--- src/rtl/pmx_defs.vh ---
// constants for the port 3/4/5 pin function multiplexer
`ifndef PMX_DEFS_VH
`define PMX_DEFS_VH

// register byte offsets
`define PMX_OFF_DIR 12'h000
`define PMX_OFF_OUT 12'h004
`define PMX_OFF_ODR 12'h008
`define PMX_OFF_FEN 12'h00C
`define PMX_OFF_PIN 12'h010
`define PMX_OFF_STAT 12'h014

// reset values
`define PMX_RST_DIR 10'h000
`define PMX_RST_OUT 10'h000
`define PMX_RST_ODR 8'h00
`define PMX_RST_FEN 8'h00

// function enable bit positions
`define PMX_FEN_TX0 0
`define PMX_FEN_CK0 1
`define PMX_FEN_TX1 2
`define PMX_FEN_CK1 3
`define PMX_FEN_PG0 4
`define PMX_FEN_PG1 5

// pin vector bit positions: 0 = port3 bit7, 1..8 = port4 bits 0..7, 9 = port5 bit0
`define PMX_P37 0
`define PMX_P4_BASE 1
`define PMX_P50 9
`define PMX_NPIN 10

// operating mode pin code for single chip mode
`define PMX_MODE_SINGLE 3'h3

// mode capture count: the strap sync chain holds the pins from this count on
`define PMX_MODE_CAPTURE 2'h2
`define PMX_MODE_READY 2'h3

`endif

--- src/rtl/pmx_sync.v ---
// two flip-flop synchroniser for a vector of pin inputs
`default_nettype none

module pmx_sync #(
   parameter W = 10
) (
   // clock and reset
   input wire pclk,
   input wire presetn,
   // asynchronous in, synchronised out
   input wire [W-1:0] async_in,
   output reg [W-1:0] sync_out
);

   reg [W-1:0] meta_q;

   // first stage feeds only the second stage
   always @(posedge pclk or negedge presetn) begin
      if (!presetn) begin
         meta_q <= {W{1'b0}};
         sync_out <= {W{1'b0}};
      end else begin
         meta_q <= async_in;
         sync_out <= meta_q;
      end
   end

endmodule // pmx_sync

`default_nettype wire

--- src/rtl/pmx_top.v ---
// pin function multiplexer for port3 bit7, port4 and port5 bit0, with APB registers
// Behaviour
// - single chip: port3_bit7 is GPIO; external bus: drives bus clock
// - each port4 GPIO pin push-pull or open-drain by its own control bit
// - async tx pins carry serial data only when channel data output enabled
// - async clock pins drive clock only when clock output enabled
// - port4 bits 6,7 carry pulse outputs when enabled, else GPIO
// - async rx pins always sampled for the channel, whatever the output setting
// - port5 bit0 continuously feeds the sync serial channel 0 input
`default_nettype none
`include "pmx_defs.vh"

module pmx_top (
   // clock and reset
   input wire pclk,
   input wire presetn,
   // apb slave
   input wire psel,
   input wire penable,
   input wire pwrite,
   input wire [11:0] paddr,
   input wire [31:0] pwdata,
   output reg [31:0] prdata,
   output reg pready,
   output reg pslverr,
   // operating mode pins
   input wire op_mode_pin_a,
   input wire op_mode_pin_b,
   input wire op_mode_pin_c,
   // pins: index 0 port3_bit7, 1..8 port4_bit0..7, 9 port5_bit0
   input wire [9:0] pin_in,
   output reg [9:0] pin_out,
   output reg [9:0] pin_oe_n,
   // peripheral outputs
   input wire bus_clk_out,
   input wire async0_tx_out,
   input wire async0_clk_out,
   input wire async1_tx_out,
   input wire async1_clk_out,
   input wire pulse_gen_out_a,
   input wire pulse_gen_out_b,
   // peripheral inputs
   output reg async0_rx_in,
   output reg async0_clk_in,
   output reg async1_rx_in,
   output reg async1_clk_in,
   output reg sync_serial0_rx_in,
   // mode status
   output reg ext_bus_mode
);

   // ==========================================================
   // registers
   reg [9:0] dir_q;
   reg [9:0] out_q;
   reg [7:0] odr_q;
   reg [7:0] fen_q;
   reg [2:0] mode_q;
   reg [1:0] mode_cnt_q;
   wire [2:0] mode_sync;
   wire [9:0] pin_sync;

   // ==========================================================
   // pin and mode input synchronisers
   pmx_sync #(.W(10)) u_pin_sync (
      .pclk(pclk),
      .presetn(presetn),
      .async_in(pin_in),
      .sync_out(pin_sync)
   );

   pmx_sync #(.W(3)) u_mode_sync (
      .pclk(pclk),
      .presetn(presetn),
      .async_in({op_mode_pin_c, op_mode_pin_b, op_mode_pin_a}),
      .sync_out(mode_sync)
   );
   // ==========================================================
   // mode capture: pins are static, sample once the sync chain is primed;
   // sampling earlier would catch the chain's reset zeros, not the straps
   always @(posedge pclk or negedge presetn) begin
      if (!presetn) begin
         mode_q <= `PMX_MODE_SINGLE;
         mode_cnt_q <= 2'h0;
         ext_bus_mode <= 1'b0;
      end else begin
         if (mode_cnt_q != `PMX_MODE_READY) begin
            mode_cnt_q <= mode_cnt_q + 2'h1;
         end
         if (mode_cnt_q == `PMX_MODE_CAPTURE) begin
            mode_q <= mode_sync;
         end
         ext_bus_mode <= (mode_cnt_q == `PMX_MODE_READY) &&
                         (mode_q != `PMX_MODE_SINGLE);
      end
   end

   // ==========================================================
   // apb slave, zero wait states
   wire wr_en = psel && penable && pwrite;
   wire rd_sel = psel && !penable && !pwrite;
   wire addr_ok = (paddr == `PMX_OFF_DIR) || (paddr == `PMX_OFF_OUT) ||
                  (paddr == `PMX_OFF_ODR) || (paddr == `PMX_OFF_FEN) ||
                  (paddr == `PMX_OFF_PIN) || (paddr == `PMX_OFF_STAT);

   // control registers; reset leaves every pin an input
   always @(posedge pclk or negedge presetn) begin
      if (!presetn) begin
         dir_q <= `PMX_RST_DIR;
         out_q <= `PMX_RST_OUT;
         odr_q <= `PMX_RST_ODR;
         fen_q <= `PMX_RST_FEN;
      end else if (wr_en) begin
         case (paddr)
            `PMX_OFF_DIR: dir_q <= pwdata[9:0];
            `PMX_OFF_OUT: out_q <= pwdata[9:0];
            `PMX_OFF_ODR: odr_q <= pwdata[7:0];
            `PMX_OFF_FEN: fen_q <= {2'h0, pwdata[5:0]};
            default: ;
         endcase
      end
   end

   // read data registered in setup so it is valid in access phase
   always @(posedge pclk or negedge presetn) begin
      if (!presetn) begin
         prdata <= 32'h00000000;
         pready <= 1'b0;
         pslverr <= 1'b0;
      end else begin
         pready <= psel && !penable;
         pslverr <= psel && !penable && !addr_ok;
         if (rd_sel) begin
            case (paddr)
               `PMX_OFF_DIR: prdata <= {22'h000000, dir_q};
               `PMX_OFF_OUT: prdata <= {22'h000000, out_q};
               `PMX_OFF_ODR: prdata <= {24'h000000, odr_q};
               `PMX_OFF_FEN: prdata <= {24'h000000, fen_q};
               `PMX_OFF_PIN: prdata <= {22'h000000, pin_sync};
               `PMX_OFF_STAT: prdata <= {28'h0000000, mode_q, ext_bus_mode};
               default: prdata <= 32'h00000000;
            endcase
         end
      end
   end

   // ==========================================================
   // per-pin function selection
   reg [9:0] fn_en; // peripheral owns the pin
   reg [9:0] fn_val; // peripheral output level
   always @* begin
      fn_en = 10'h000;
      fn_val = 10'h000;
      fn_en[`PMX_P37] = ext_bus_mode;
      fn_val[`PMX_P37] = bus_clk_out;
      fn_en[`PMX_P4_BASE + 1] = fen_q[`PMX_FEN_TX0];
      fn_val[`PMX_P4_BASE + 1] = async0_tx_out;
      fn_en[`PMX_P4_BASE + 2] = fen_q[`PMX_FEN_CK0];
      fn_val[`PMX_P4_BASE + 2] = async0_clk_out;
      fn_en[`PMX_P4_BASE + 4] = fen_q[`PMX_FEN_TX1];
      fn_val[`PMX_P4_BASE + 4] = async1_tx_out;
      fn_en[`PMX_P4_BASE + 5] = fen_q[`PMX_FEN_CK1];
      fn_val[`PMX_P4_BASE + 5] = async1_clk_out;
      fn_en[`PMX_P4_BASE + 6] = fen_q[`PMX_FEN_PG0];
      fn_val[`PMX_P4_BASE + 6] = pulse_gen_out_a;
      fn_en[`PMX_P4_BASE + 7] = fen_q[`PMX_FEN_PG1];
      fn_val[`PMX_P4_BASE + 7] = pulse_gen_out_b;
   end

   // open-drain applies only to port4 pins in gpio use
   wire [9:0] od_vec = {1'b0, odr_q, 1'b0};

   // registered pin drivers, one per pin
   genvar gi;
   generate
      for (gi = 0; gi < `PMX_NPIN; gi = gi + 1) begin : g_pin
         always @(posedge pclk or negedge presetn) begin
            if (!presetn) begin
               pin_out[gi] <= 1'b0;
               pin_oe_n[gi] <= 1'b1;
            end else if (fn_en[gi]) begin
               pin_out[gi] <= fn_val[gi];
               pin_oe_n[gi] <= 1'b0;
            end else if (od_vec[gi]) begin
               // open drain: drive only low, release for high
               pin_out[gi] <= 1'b0;
               pin_oe_n[gi] <= !(dir_q[gi] && !out_q[gi]);
            end else begin
               pin_out[gi] <= out_q[gi];
               pin_oe_n[gi] <= !dir_q[gi];
            end
         end
      end
   endgenerate

   // ==========================================================
   // peripheral inputs: always fed from the pin, whatever the driver
   always @(posedge pclk or negedge presetn) begin
      if (!presetn) begin
         async0_rx_in <= 1'b1;
         async1_rx_in <= 1'b1;
         async0_clk_in <= 1'b1;
         async1_clk_in <= 1'b1;
         sync_serial0_rx_in <= 1'b1;
      end else begin
         async0_rx_in <= pin_sync[`PMX_P4_BASE];
         async1_rx_in <= pin_sync[`PMX_P4_BASE + 3];
         async0_clk_in <= pin_sync[`PMX_P4_BASE + 2];
         async1_clk_in <= pin_sync[`PMX_P4_BASE + 5];
         sync_serial0_rx_in <= pin_sync[`PMX_P50];
      end
   end

endmodule // pmx_top

`default_nettype wire

--- config.mk ---
export PLATFORM = sky130hd
export DESIGN_NAME = pmx_top
export DESIGN_NICKNAME = d
export VERILOG_FILES = /design/src/rtl/pmx_sync.v /design/src/rtl/pmx_top.v
export VERILOG_INCLUDE_DIRS = /design/src /design/src/rtl
export SDC_FILE = /design/constraint.sdc
export NUM_CORES = 1
export LEC_CHECK = 0
export BUFFER_PORTS_ARGS = -buffer_cell sky130_fd_sc_hd__clkbuf_2
export CORE_MARGIN = 3
export CORE_UTILIZATION = 53
export CTS_BUF_LIST = sky130_fd_sc_hd__clkbuf_8
export DETAILED_ROUTE_END_ITERATION = 16
export GPL_TIMING_DRIVEN = 1
export PLACE_DENSITY = 0.82
export SLEW_MARGIN = 0
export SYNTH_ARGS = -nofsm -noshare
export SYNTH_HDL_FRONTEND = slang
export SYNTH_HIERARCHICAL = 1
export SYNTH_SLANG_ARGS = --single-unit
--- constraint.sdc ---
create_clock -name pclk -period 1.8 [get_ports pclk]
set_clock_uncertainty 0.05 [all_clocks]
set_input_delay 0.18 -clock pclk [delete_from_list [all_inputs] [get_ports pclk]]
set_output_delay 0.18 -clock pclk [all_outputs]
set_load 0.05 [all_outputs]
==> results of run 1 <==
-- metal layers --
layer  global-route usage  vias to the layer above
met4               0.0590                        0
met3               0.0577                        6
met2                0.305                      101
met5                    0                        -
met1                0.276                     1288
li1                     -                     1253
-- timing repair --
item / CTS / global route
setup endpoints to repair: 0 / 5
endpoints found under the hold margin: 110 / 0
hold buffers: 24 / 0
resized for setup: 0 / 1
-- state kept, by name (all words and copies together) (netlist names), 8 cells and up --
register	flops
pin_out	10
odr_q	8
prdata	10
u_pin_sync/sync_out	10
dir_q	10
out_q	10
u_pin_sync/meta_q	10
pin_oe_n	10
-- cells in the mapped netlist (all sizes together) (2+ instances only) --
cell type   n  share of area
a21oi      13          0.016
a22o        5          0.011
and3        6         0.0091
buf        26          0.046
clkbuf      3         0.0027
dfrtp      86           0.52
dfstp      17           0.11
ha          2         0.0061
inv         7         0.0064
mux2       38           0.11
mux2i       9          0.022
mux4        5          0.027
nand2      26          0.024
nand2b      8          0.012
nand3b      2         0.0037
nor2        9         0.0082
nor2b       3         0.0046
nor3        4          0.010
nor4        2         0.0030
o21ai      12          0.015
o22ai       3         0.0046
o31ai       2         0.0037
or3         2         0.0043
-- cells by family after synthesis --
group | synth area share
xor+xnor | 0.00213
flops | 0.633
buf+inv | 0.0555
other cells | 0.000913
simple gates | 0.0862
fa+ha+maj | 0.00609
mux | 0.159
compound gates | 0.0573
-- stage by stage --
stage | cell area (um^2) | total power (uW) | setup TNS, ns | hold WS, ns
2_1_floorplan | 4220 | 2670 | -2.80 | -0.166
6_report | 5200 | 4360 | 0 | 0.0343
3_3_place_gp | 4740 | 2790 | -4.09 | 0.227
5_1_grt | 5200 | 4530 | 0 | 0.0199
4_1_cts | 5200 | 4400 | 0 | 0.0209
3_5_place_dp | 4740 | 2800 | -5.31 | 0.234
-- where the power goes --
| part | switching, uW | internal (uW) | total (uW) |
|---|---|---|---|
| sequential | 17.6 | 2370 | 2380 |
| combinational | 274 | 132 | 407 |
| clock | 753 | 816 | 1570 |
-- final cells by class --
class                           count  share of cell area
Clock buffer                       10              0.0264
Clock inverter                      6              0.0164
Inverter                            7             0.00505
Multi-Input combinational cell    182               0.268
Sequential cell                   103               0.499
Tap cell                           99              0.0238
Timing Repair Buffer              126               0.161
-- how the worst max path moves through the flow --
| stage | to | from | depth (start not counted) | slack (ns) |
|---|---|---|---|---|
| detailed placement | fen_q[1] | paddr[1] | 5 | -0.38 |
| global placement | fen_q[2] | paddr[1] | 5 | -0.33 |
| finish | odr_q[7] | paddr[1] | 7 | 0.09 |
| floorplan | fen_q[0] | paddr[1] | 5 | -0.15 |
| CTS | fen_q[1] | paddr[1] | 5 | 0.01 |
| global route | odr_q[3] | paddr[1] | 7 | 0.06 |
==> flow_metrics.env, run 1 <==
export IMPL_fin_ws_ns=0.0943
export IMPL_utilization=0.706
export IMPL_gp_congestion=0.814
export IMPL_synth_warnings=6
export IMPL_r2r_setup_slack_ns=0.40
export IMPL_cts_buffers=9
export IMPL_synth_enable_flop_cells=0
export IMPL_cpPeakStageDelay_ns=0.52
export IMPL_die_h_um=94.0
export IMPL_dieWidth_um=94.0
export IMPL_r2r_cells=4
export IMPL_rsz0062_at_grt="false"
export IMPL_cpMaxStageDelayCell="or4b_1"
export IMPL_cts_num_sinks=103
export IMPL_dieArea_um2=8840
export IMPL_path_buf_inv=3
export IMPL_core_rowCount=31
export IMPL_crit_fanout=5
export IMPL_grt_ovfl_total=0
export IMPL_fin_cells=533
export IMPL_fin_nets=500
export IMPL_max_cap_violations=0
export IMPL_antennaDiodeCount=0
export IMPL_hold_end="out_q[7]"
export IMPL_drt_iter0_markers=144
export IMPL_ant_nets=0
export IMPL_critPathMostFrequentCell="buf_4"
export IMPL_fmax_ghz=0.586
export IMPL_async_flop_share=1.00
export IMPL_totalWireLength_um=8200
export IMPL_reg2reg_to="prdata[3]"
export IMPL_p_leak_uw=0.00257
export IMPL_pwr_density_cell_nw_per_um2=838
export IMPL_cts_setup_buffers=0
export IMPL_maxSlewHeadroom=0.657
export IMPL_dpl_cell_count=493
export IMPL_avgViaCountPerCell=4.97
export IMPL_yosysUniqueCellTypes=40
export IMPL_multi_input_area_um2=1400
export IMPL_start_util=0.557
export IMPL_arrival_ns=1.91
export IMPL_port_buffer_count=84
export IMPL_synthCells=300
export IMPL_layout_common_cells="dfrtp_1, clkbuf_2, nand2_1"
export IMPL_vias=2648
export IMPL_n_fill_cell=525
export IMPL_crit_chain="clkbuf_2, or4b_1, or3_4, buf_4, nor3_4, buf_4, mux2_4"
export IMPL_required_ns=2.00
export IMPL_dp_hpwl_um=5760
export IMPL_core_um2=7370
export IMPL_cts_tree="yes"
export IMPL_netlist_area_um2=4110
export IMPL_ff_latch_area_um2=2600
export IMPL_clkTransAtPathRegs_ns=0.10
export IMPL_fin_crit_ns=1.71
export IMPL_grtUsageTotal=0.198
export IMPL_wl_per_cell_um=15.4
export IMPL_period_share=0.948
export IMPL_finalHoldViolCount=0
export IMPL_status="completed"
export IMPL_htree_levels=3
export IMPL_worstSetupEndpointType="register"
export IMPL_dr_pass1_iters=4
export IMPL_syn_avg_cell_area_um2=13.7
export IMPL_setup_viol=0
export IMPL_grt_pass1_wl_um=13300
export IMPL_route_met3_wl_um=534
export IMPL_ys_flop_type="dfrtp_1"
export IMPL_irDropWorstVdd_mv=0.565
export IMPL_crit_family="simple AND/OR/NAND/NOR gates"
export IMPL_ioPinCount=129
export IMPL_wl_met1_um=3670
export IMPL_area_growth_pct=26.7
export IMPL_ys_ff_latch=103
export IMPL_drive_gt1_frac=0.422
export IMPL_cp_start_kind="input pin"
export IMPL_first_global_vias=2667
export IMPL_worstSetupPathType="input pin to register"
export IMPL_antenna_found_initial=0
export IMPL_cts_root_buffer="clkbuf_8"
export IMPL_ys_seq_area_frac=0.633
export IMPL_rr_startpoint="out_q[3]"
export IMPL_min_path_type="input pin to register"
export IMPL_cts_path_max_buffers=2
export IMPL_pre_cts_slack_ns=-0.383
export IMPL_finalMaxSlewViolations=0
export IMPL_final_common_cell="dfrtp_1"
export IMPL_worstMarginPinSlew_ns=0.515
export IMPL_drc=0
export IMPL_routed_top_layer="met4"
export IMPL_hold_depth=2
export IMPL_clk_latency_ns=0.36
export IMPL_grt_max_degree=104
export IMPL_hp_start="pwdata[7]"
export IMPL_wl_met2_um=3930
No activity file was read; power rests on OpenSTA's default activity.
==> run 2: changes to the inputs <==
Settings changed: CORE_MARGIN 3 to 2, SLEW_MARGIN 0 to not set.
==> run 2 against run 1 <==
Highest routed layer unchanged. Critical path type unchanged. Total power fell by 2.4%. First-iteration DRC count shrank 2.1%. Worst hold slack worse by 0.021 ns. Largest cell class unchanged.
==> flow_metrics.env, run 2 (synthesis gave the netlist of run 1 again) <==
export IMPL_antenna_found_initial=0
export IMPL_area_growth_pct=26.6
export IMPL_final_common_cell="dfrtp_1"
export IMPL_drt_iter0_markers=141
export IMPL_core_um2=7610
export IMPL_first_global_vias=2761
export IMPL_r2r_cells=4
export IMPL_routed_top_layer="met4"
export IMPL_cts_num_sinks=103
export IMPL_grt_max_degree=48
export IMPL_dpl_cell_count=498
export IMPL_finalHoldViolCount=0
export IMPL_fin_cells=536
export IMPL_wl_per_cell_um=16.1
export IMPL_fin_crit_ns=1.75
export IMPL_grtUsageTotal=0.215
export IMPL_gp_congestion=0.779
export IMPL_rsz0062_at_grt="false"
export IMPL_setup_viol=0
export IMPL_htree_levels=3
export IMPL_dieArea_um2=8470
export IMPL_start_util=0.540
export IMPL_ant_nets=0
export IMPL_grt_ovfl_total=0
export IMPL_totalWireLength_um=8610
export IMPL_drive_gt1_frac=0.429
export IMPL_wl_met2_um=4320
export IMPL_hold_depth=2
export IMPL_period_share=0.975
export IMPL_fin_nets=500
export IMPL_wl_met1_um=3580
export IMPL_status="completed"
export IMPL_fmax_ghz=0.570
export IMPL_finalMaxSlewViolations=0
export IMPL_route_met3_wl_um=516
export IMPL_core_rowCount=32
export IMPL_avgViaCountPerCell=5.13
export IMPL_grt_pass1_wl_um=13800
export IMPL_cts_tree="yes"
export IMPL_clkTransAtPathRegs_ns=0.09
export IMPL_cp_start_kind="input pin"
export IMPL_max_cap_violations=0
export IMPL_die_h_um=92.0
export IMPL_utilization=0.683
export IMPL_min_path_type="input pin to register"
export IMPL_layout_common_cells="dfrtp_1, clkbuf_2, nand2_1"
export IMPL_ioPinCount=129
export IMPL_drc=0
export IMPL_worstSetupEndpointType="register"
export IMPL_antennaDiodeCount=0
export IMPL_vias=2751
export IMPL_cts_setup_buffers=0
export IMPL_port_buffer_count=84
export IMPL_p_leak_uw=0.00256
export IMPL_arrival_ns=1.96
export IMPL_pwr_density_cell_nw_per_um2=819
export IMPL_dieWidth_um=92.0
export IMPL_worstSetupPathType="input pin to register"
export IMPL_crit_fanout=7
export IMPL_clk_latency_ns=0.37
export IMPL_fin_hold_ws_ns=0.0129
export IMPL_cts_root_buffer="clkbuf_8"
export IMPL_required_ns=2.00
export IMPL_total_power_uw=4260
export IMPL_dp_hpwl_um=6070
export IMPL_cts_buffers=9
export IMPL_cts_path_max_buffers=2
export IMPL_dr_pass1_iters=4
export IMPL_irDropWorstVdd_mv=0.496
[run 2: through the flow]
stage	setup WS (ns)	setup TNS (ns)	cell area (um^2)
final	0.0457	0	5200
after global routing	0.00987	0	5200
after CTS	0.0623	0	5200
after detailed placement	-0.382	-5.76	4770
after global placement	-0.334	-5.01	4770
after floorplan	-0.153	-2.80	4220
[run 2: cell type report]
| type | instances | area, um^2 |
|---|---|---|
| flip-flops and latches | 103 | 2600 |
| multi-input cells | 182 | 1400 |
| inverters | 7 | 26.3 |
| clock inverters | 6 | 68.8 |
| fillers | 535 | 2410 |
| repair buffers | 126 | 843 |
| well taps | 102 | 128 |
| clock buffers | 10 | 138 |
[run 2: path summary, 6_finish.rpt]
kind,startpoint,to,slack (ns)
setup / recovery,paddr[1],odr_q[4],0.05
hold / removal,pwdata[8],out_q[8],0.01
setup reg to reg,ext_bus_mode,prdata[0],0.35
hold reg to reg,u_pin_sync/meta_q[7],u_pin_sync/sync_out[7],0.31
max in group asynchronous,presetn,async0_rx_in,0.74
min in group asynchronous,presetn,dir_q[3],0.26
[run 2: power breakdown]
group / internal [uW] / total [uW] / switching [uW]
sequential: 2370 / 2390 / 19.8
combinational: 131 / 410 / 278
clock: 688 / 1460 / 773
total: 3190 / 4260 / 1070
[run 2: repair_timing]
action,4_1_cts,5_1_grt
resized for setup,1,0
endpoints found under the setup margin,2,0
hold endpoints to repair,50,0
hold buffers,22,0
[run 2: layer usage]
| metal | track usage | vias up |
|---|---|---|
| met3 | 0.0485 | 14 |
| met5 | 0 | - |
| li1 | - | 1262 |
| met1 | 0.275 | 1368 |
| met2 | 0.352 | 107 |
| met4 | 0.0945 | 0 |
[run 2: critical path: stages]
cell	delay [ns]
clkbuf_2	0.09
or4b_1	0.54
or3_4	0.35
buf_4	0.15
nor3_4	0.17
buf_12	0.17
mux2_4	0.30
==> run 3: changes to the inputs <==
Settings changed: CORE_ASPECT_RATIO set to 0.6, CORE_MARGIN 2 to not set.
==> run 3 against run 2 <==
Global-route usage grew 1.4 points. Worst setup slack got worse by 0.035 ns. Sequential share of layout area grew 0.096 points. First-iteration DRC count rose by 30%. Routed wire length is 0.52% lower. Register-to-register slack gained 0.04 ns. Sequential power barely moved. Die area down 4.2%. Cell area is 0.19% lower. Largest cell class unchanged. Highest routed layer unchanged.
==> flow_metrics.env, run 3 (synthesis gave the netlist of run 1 again) <==
export IMPL_antennaDiodeCount=0
export IMPL_fmax_ghz=0.559
export IMPL_path_buf_inv=1
export IMPL_dr_pass1_iters=5
export IMPL_totalWireLength_um=8560
export IMPL_rsz0062_at_grt="false"
export IMPL_required_ns=2.01
export IMPL_cts_hold_buf=22
export IMPL_port_buffer_count=84
export IMPL_area_growth_pct=26.4
export IMPL_arrival_ns=2.00
export IMPL_first_global_vias=2660
export IMPL_drive_gt1_frac=0.428
export IMPL_max_cap_violations=0
export IMPL_vias=2704
export IMPL_fin_hold_ws_ns=0.0261
export IMPL_grt_ovfl_total=0
export IMPL_avgViaCountPerCell=5.02
export IMPL_ioPinCount=129
export IMPL_wl_per_cell_um=15.9
export IMPL_cts_tree="yes"
export IMPL_setup_viol=0
export IMPL_status="completed"
export IMPL_dp_hpwl_um=6440
export IMPL_irDropWorstVdd_mv=0.645
export IMPL_multi_input_area_um2=1390
export IMPL_start_util=0.556
export IMPL_clkTransAtPathRegs_ns=0.09
export IMPL_cpMaxStageDelayCell="or4b_1"
export IMPL_drc=0
export IMPL_crit_family="simple AND/OR/NAND/NOR gates"
export IMPL_grt_pass1_wl_um=13500
export IMPL_cts_setup_buffers=0
export IMPL_p_leak_uw=0.00255
export IMPL_cts_num_sinks=103
export IMPL_cp_start_kind="input pin"
export IMPL_drt_iter0_markers=184
export IMPL_period_share=0.994
export IMPL_cts_buffers=9
export IMPL_crit_fanout=6
export IMPL_fin_ws_ns=0.0107
export IMPL_core_um2=7390
export IMPL_finalHoldViolCount=0
export IMPL_min_path_type="input pin to register"
export IMPL_finalMaxSlewViolations=0
export IMPL_dieArea_um2=8120
export IMPL_n_fill_cell=548
export IMPL_cts_path_max_buffers=2
export IMPL_cts_root_buffer="clkbuf_8"
export IMPL_pre_cts_slack_ns=-0.369
export IMPL_clk_latency_ns=0.37
export IMPL_worstSetupPathType="input pin to register"
export IMPL_ctsResizeCount=0
export IMPL_gp_congestion=0.777
export IMPL_core_rowCount=24
export IMPL_htree_levels=3
export IMPL_layout_common_cells="dfrtp_1, clkbuf_2, nand2_1"
export IMPL_final_common_cell="dfrtp_1"
export IMPL_antenna_found_initial=0
export IMPL_stdcell_area_um2=5190
export IMPL_crit_chain="clkbuf_2, or4b_1, or3_4, or3_1, mux2_4"
export IMPL_grt_max_degree=36
export IMPL_cpPeakStageDelay_ns=0.53
export IMPL_fin_nets=501
export IMPL_worstSetupEndpointType="register"
export IMPL_fin_setup_tns_ns=0
export IMPL_grtUsageTotal=0.228
export IMPL_ant_nets=0
export IMPL_dpl_cell_area_um2=4760
export IMPL_ff_latch_area_um2=2600
export IMPL_fin_crit_ns=1.79
export IMPL_r2r_setup_slack_ns=0.39
export IMPL_pwr_density_cell_nw_per_um2=817
export IMPL_dieWidth_um=116
export IMPL_die_h_um=70.2
-- run 3: area by class of cell --
| type | count | area share |
|---|---|---|
| repair buffers | 127 | 0.162 |
| clock inverters | 7 | 0.0154 |
| multi-input cells | 182 | 0.268 |
| inverters | 7 | 0.00506 |
| well taps | 104 | 0.0251 |
| flip-flops and latches | 103 | 0.501 |
| clock buffers | 9 | 0.0239 |
-- run 3: layer usage --
| layer | track usage | part of all wire |
|---|---|---|
| met1 | 0.329 | 0.47 |
| met2 | 0.335 | 0.46 |
| met3 | 0.0842 | 0.066 |
| met4 | 0.0456 | 0.0070 |
| met5 | 0 | 0 |
-- run 3: where the power goes --
part           switching (uW)  total [uW]  internal (uW)
Combinational             280         413            133
Sequential               18.4        2380           2370
Clock                     787        1440            655
Total                    1090        4240           3150
-- run 3: path summary, 6_finish.rpt --
kind / startpoint / end / depth (start not counted)
worst min-delay path: async1_tx_out / pin_out[5] / 2
max in group asynchronous: presetn / async1_rx_in / 3
worst min register to register: u_mode_sync/meta_q[0] / u_mode_sync/sync_out[0] / 0
worst max-delay path: paddr[1] / fen_q[5] / 5
worst max register to register: ext_bus_mode / prdata[0] / 4
min in group asynchronous: presetn / u_pin_sync/sync_out[0] / 2
-- run 3: worst reg2reg max path: stages, from the launching register on --
cell,delay (ns)
dfrtp_1,0.44
mux4_2,0.48
inv_1,0.08
o22ai_1,0.07
a22o_1,0.19
-- run 3: through the flow --
stage | total power, uW | instances | util
2_1_floorplan | 2670 | 321 | -
3_3_place_gp | 2800 | 501 | 0.645
3_5_place_dp | 2810 | 501 | 0.645
4_1_cts | 4280 | 539 | 0.702
5_1_grt | 4410 | 539 | 0.702
6_report | 4240 | 539 | 0.702
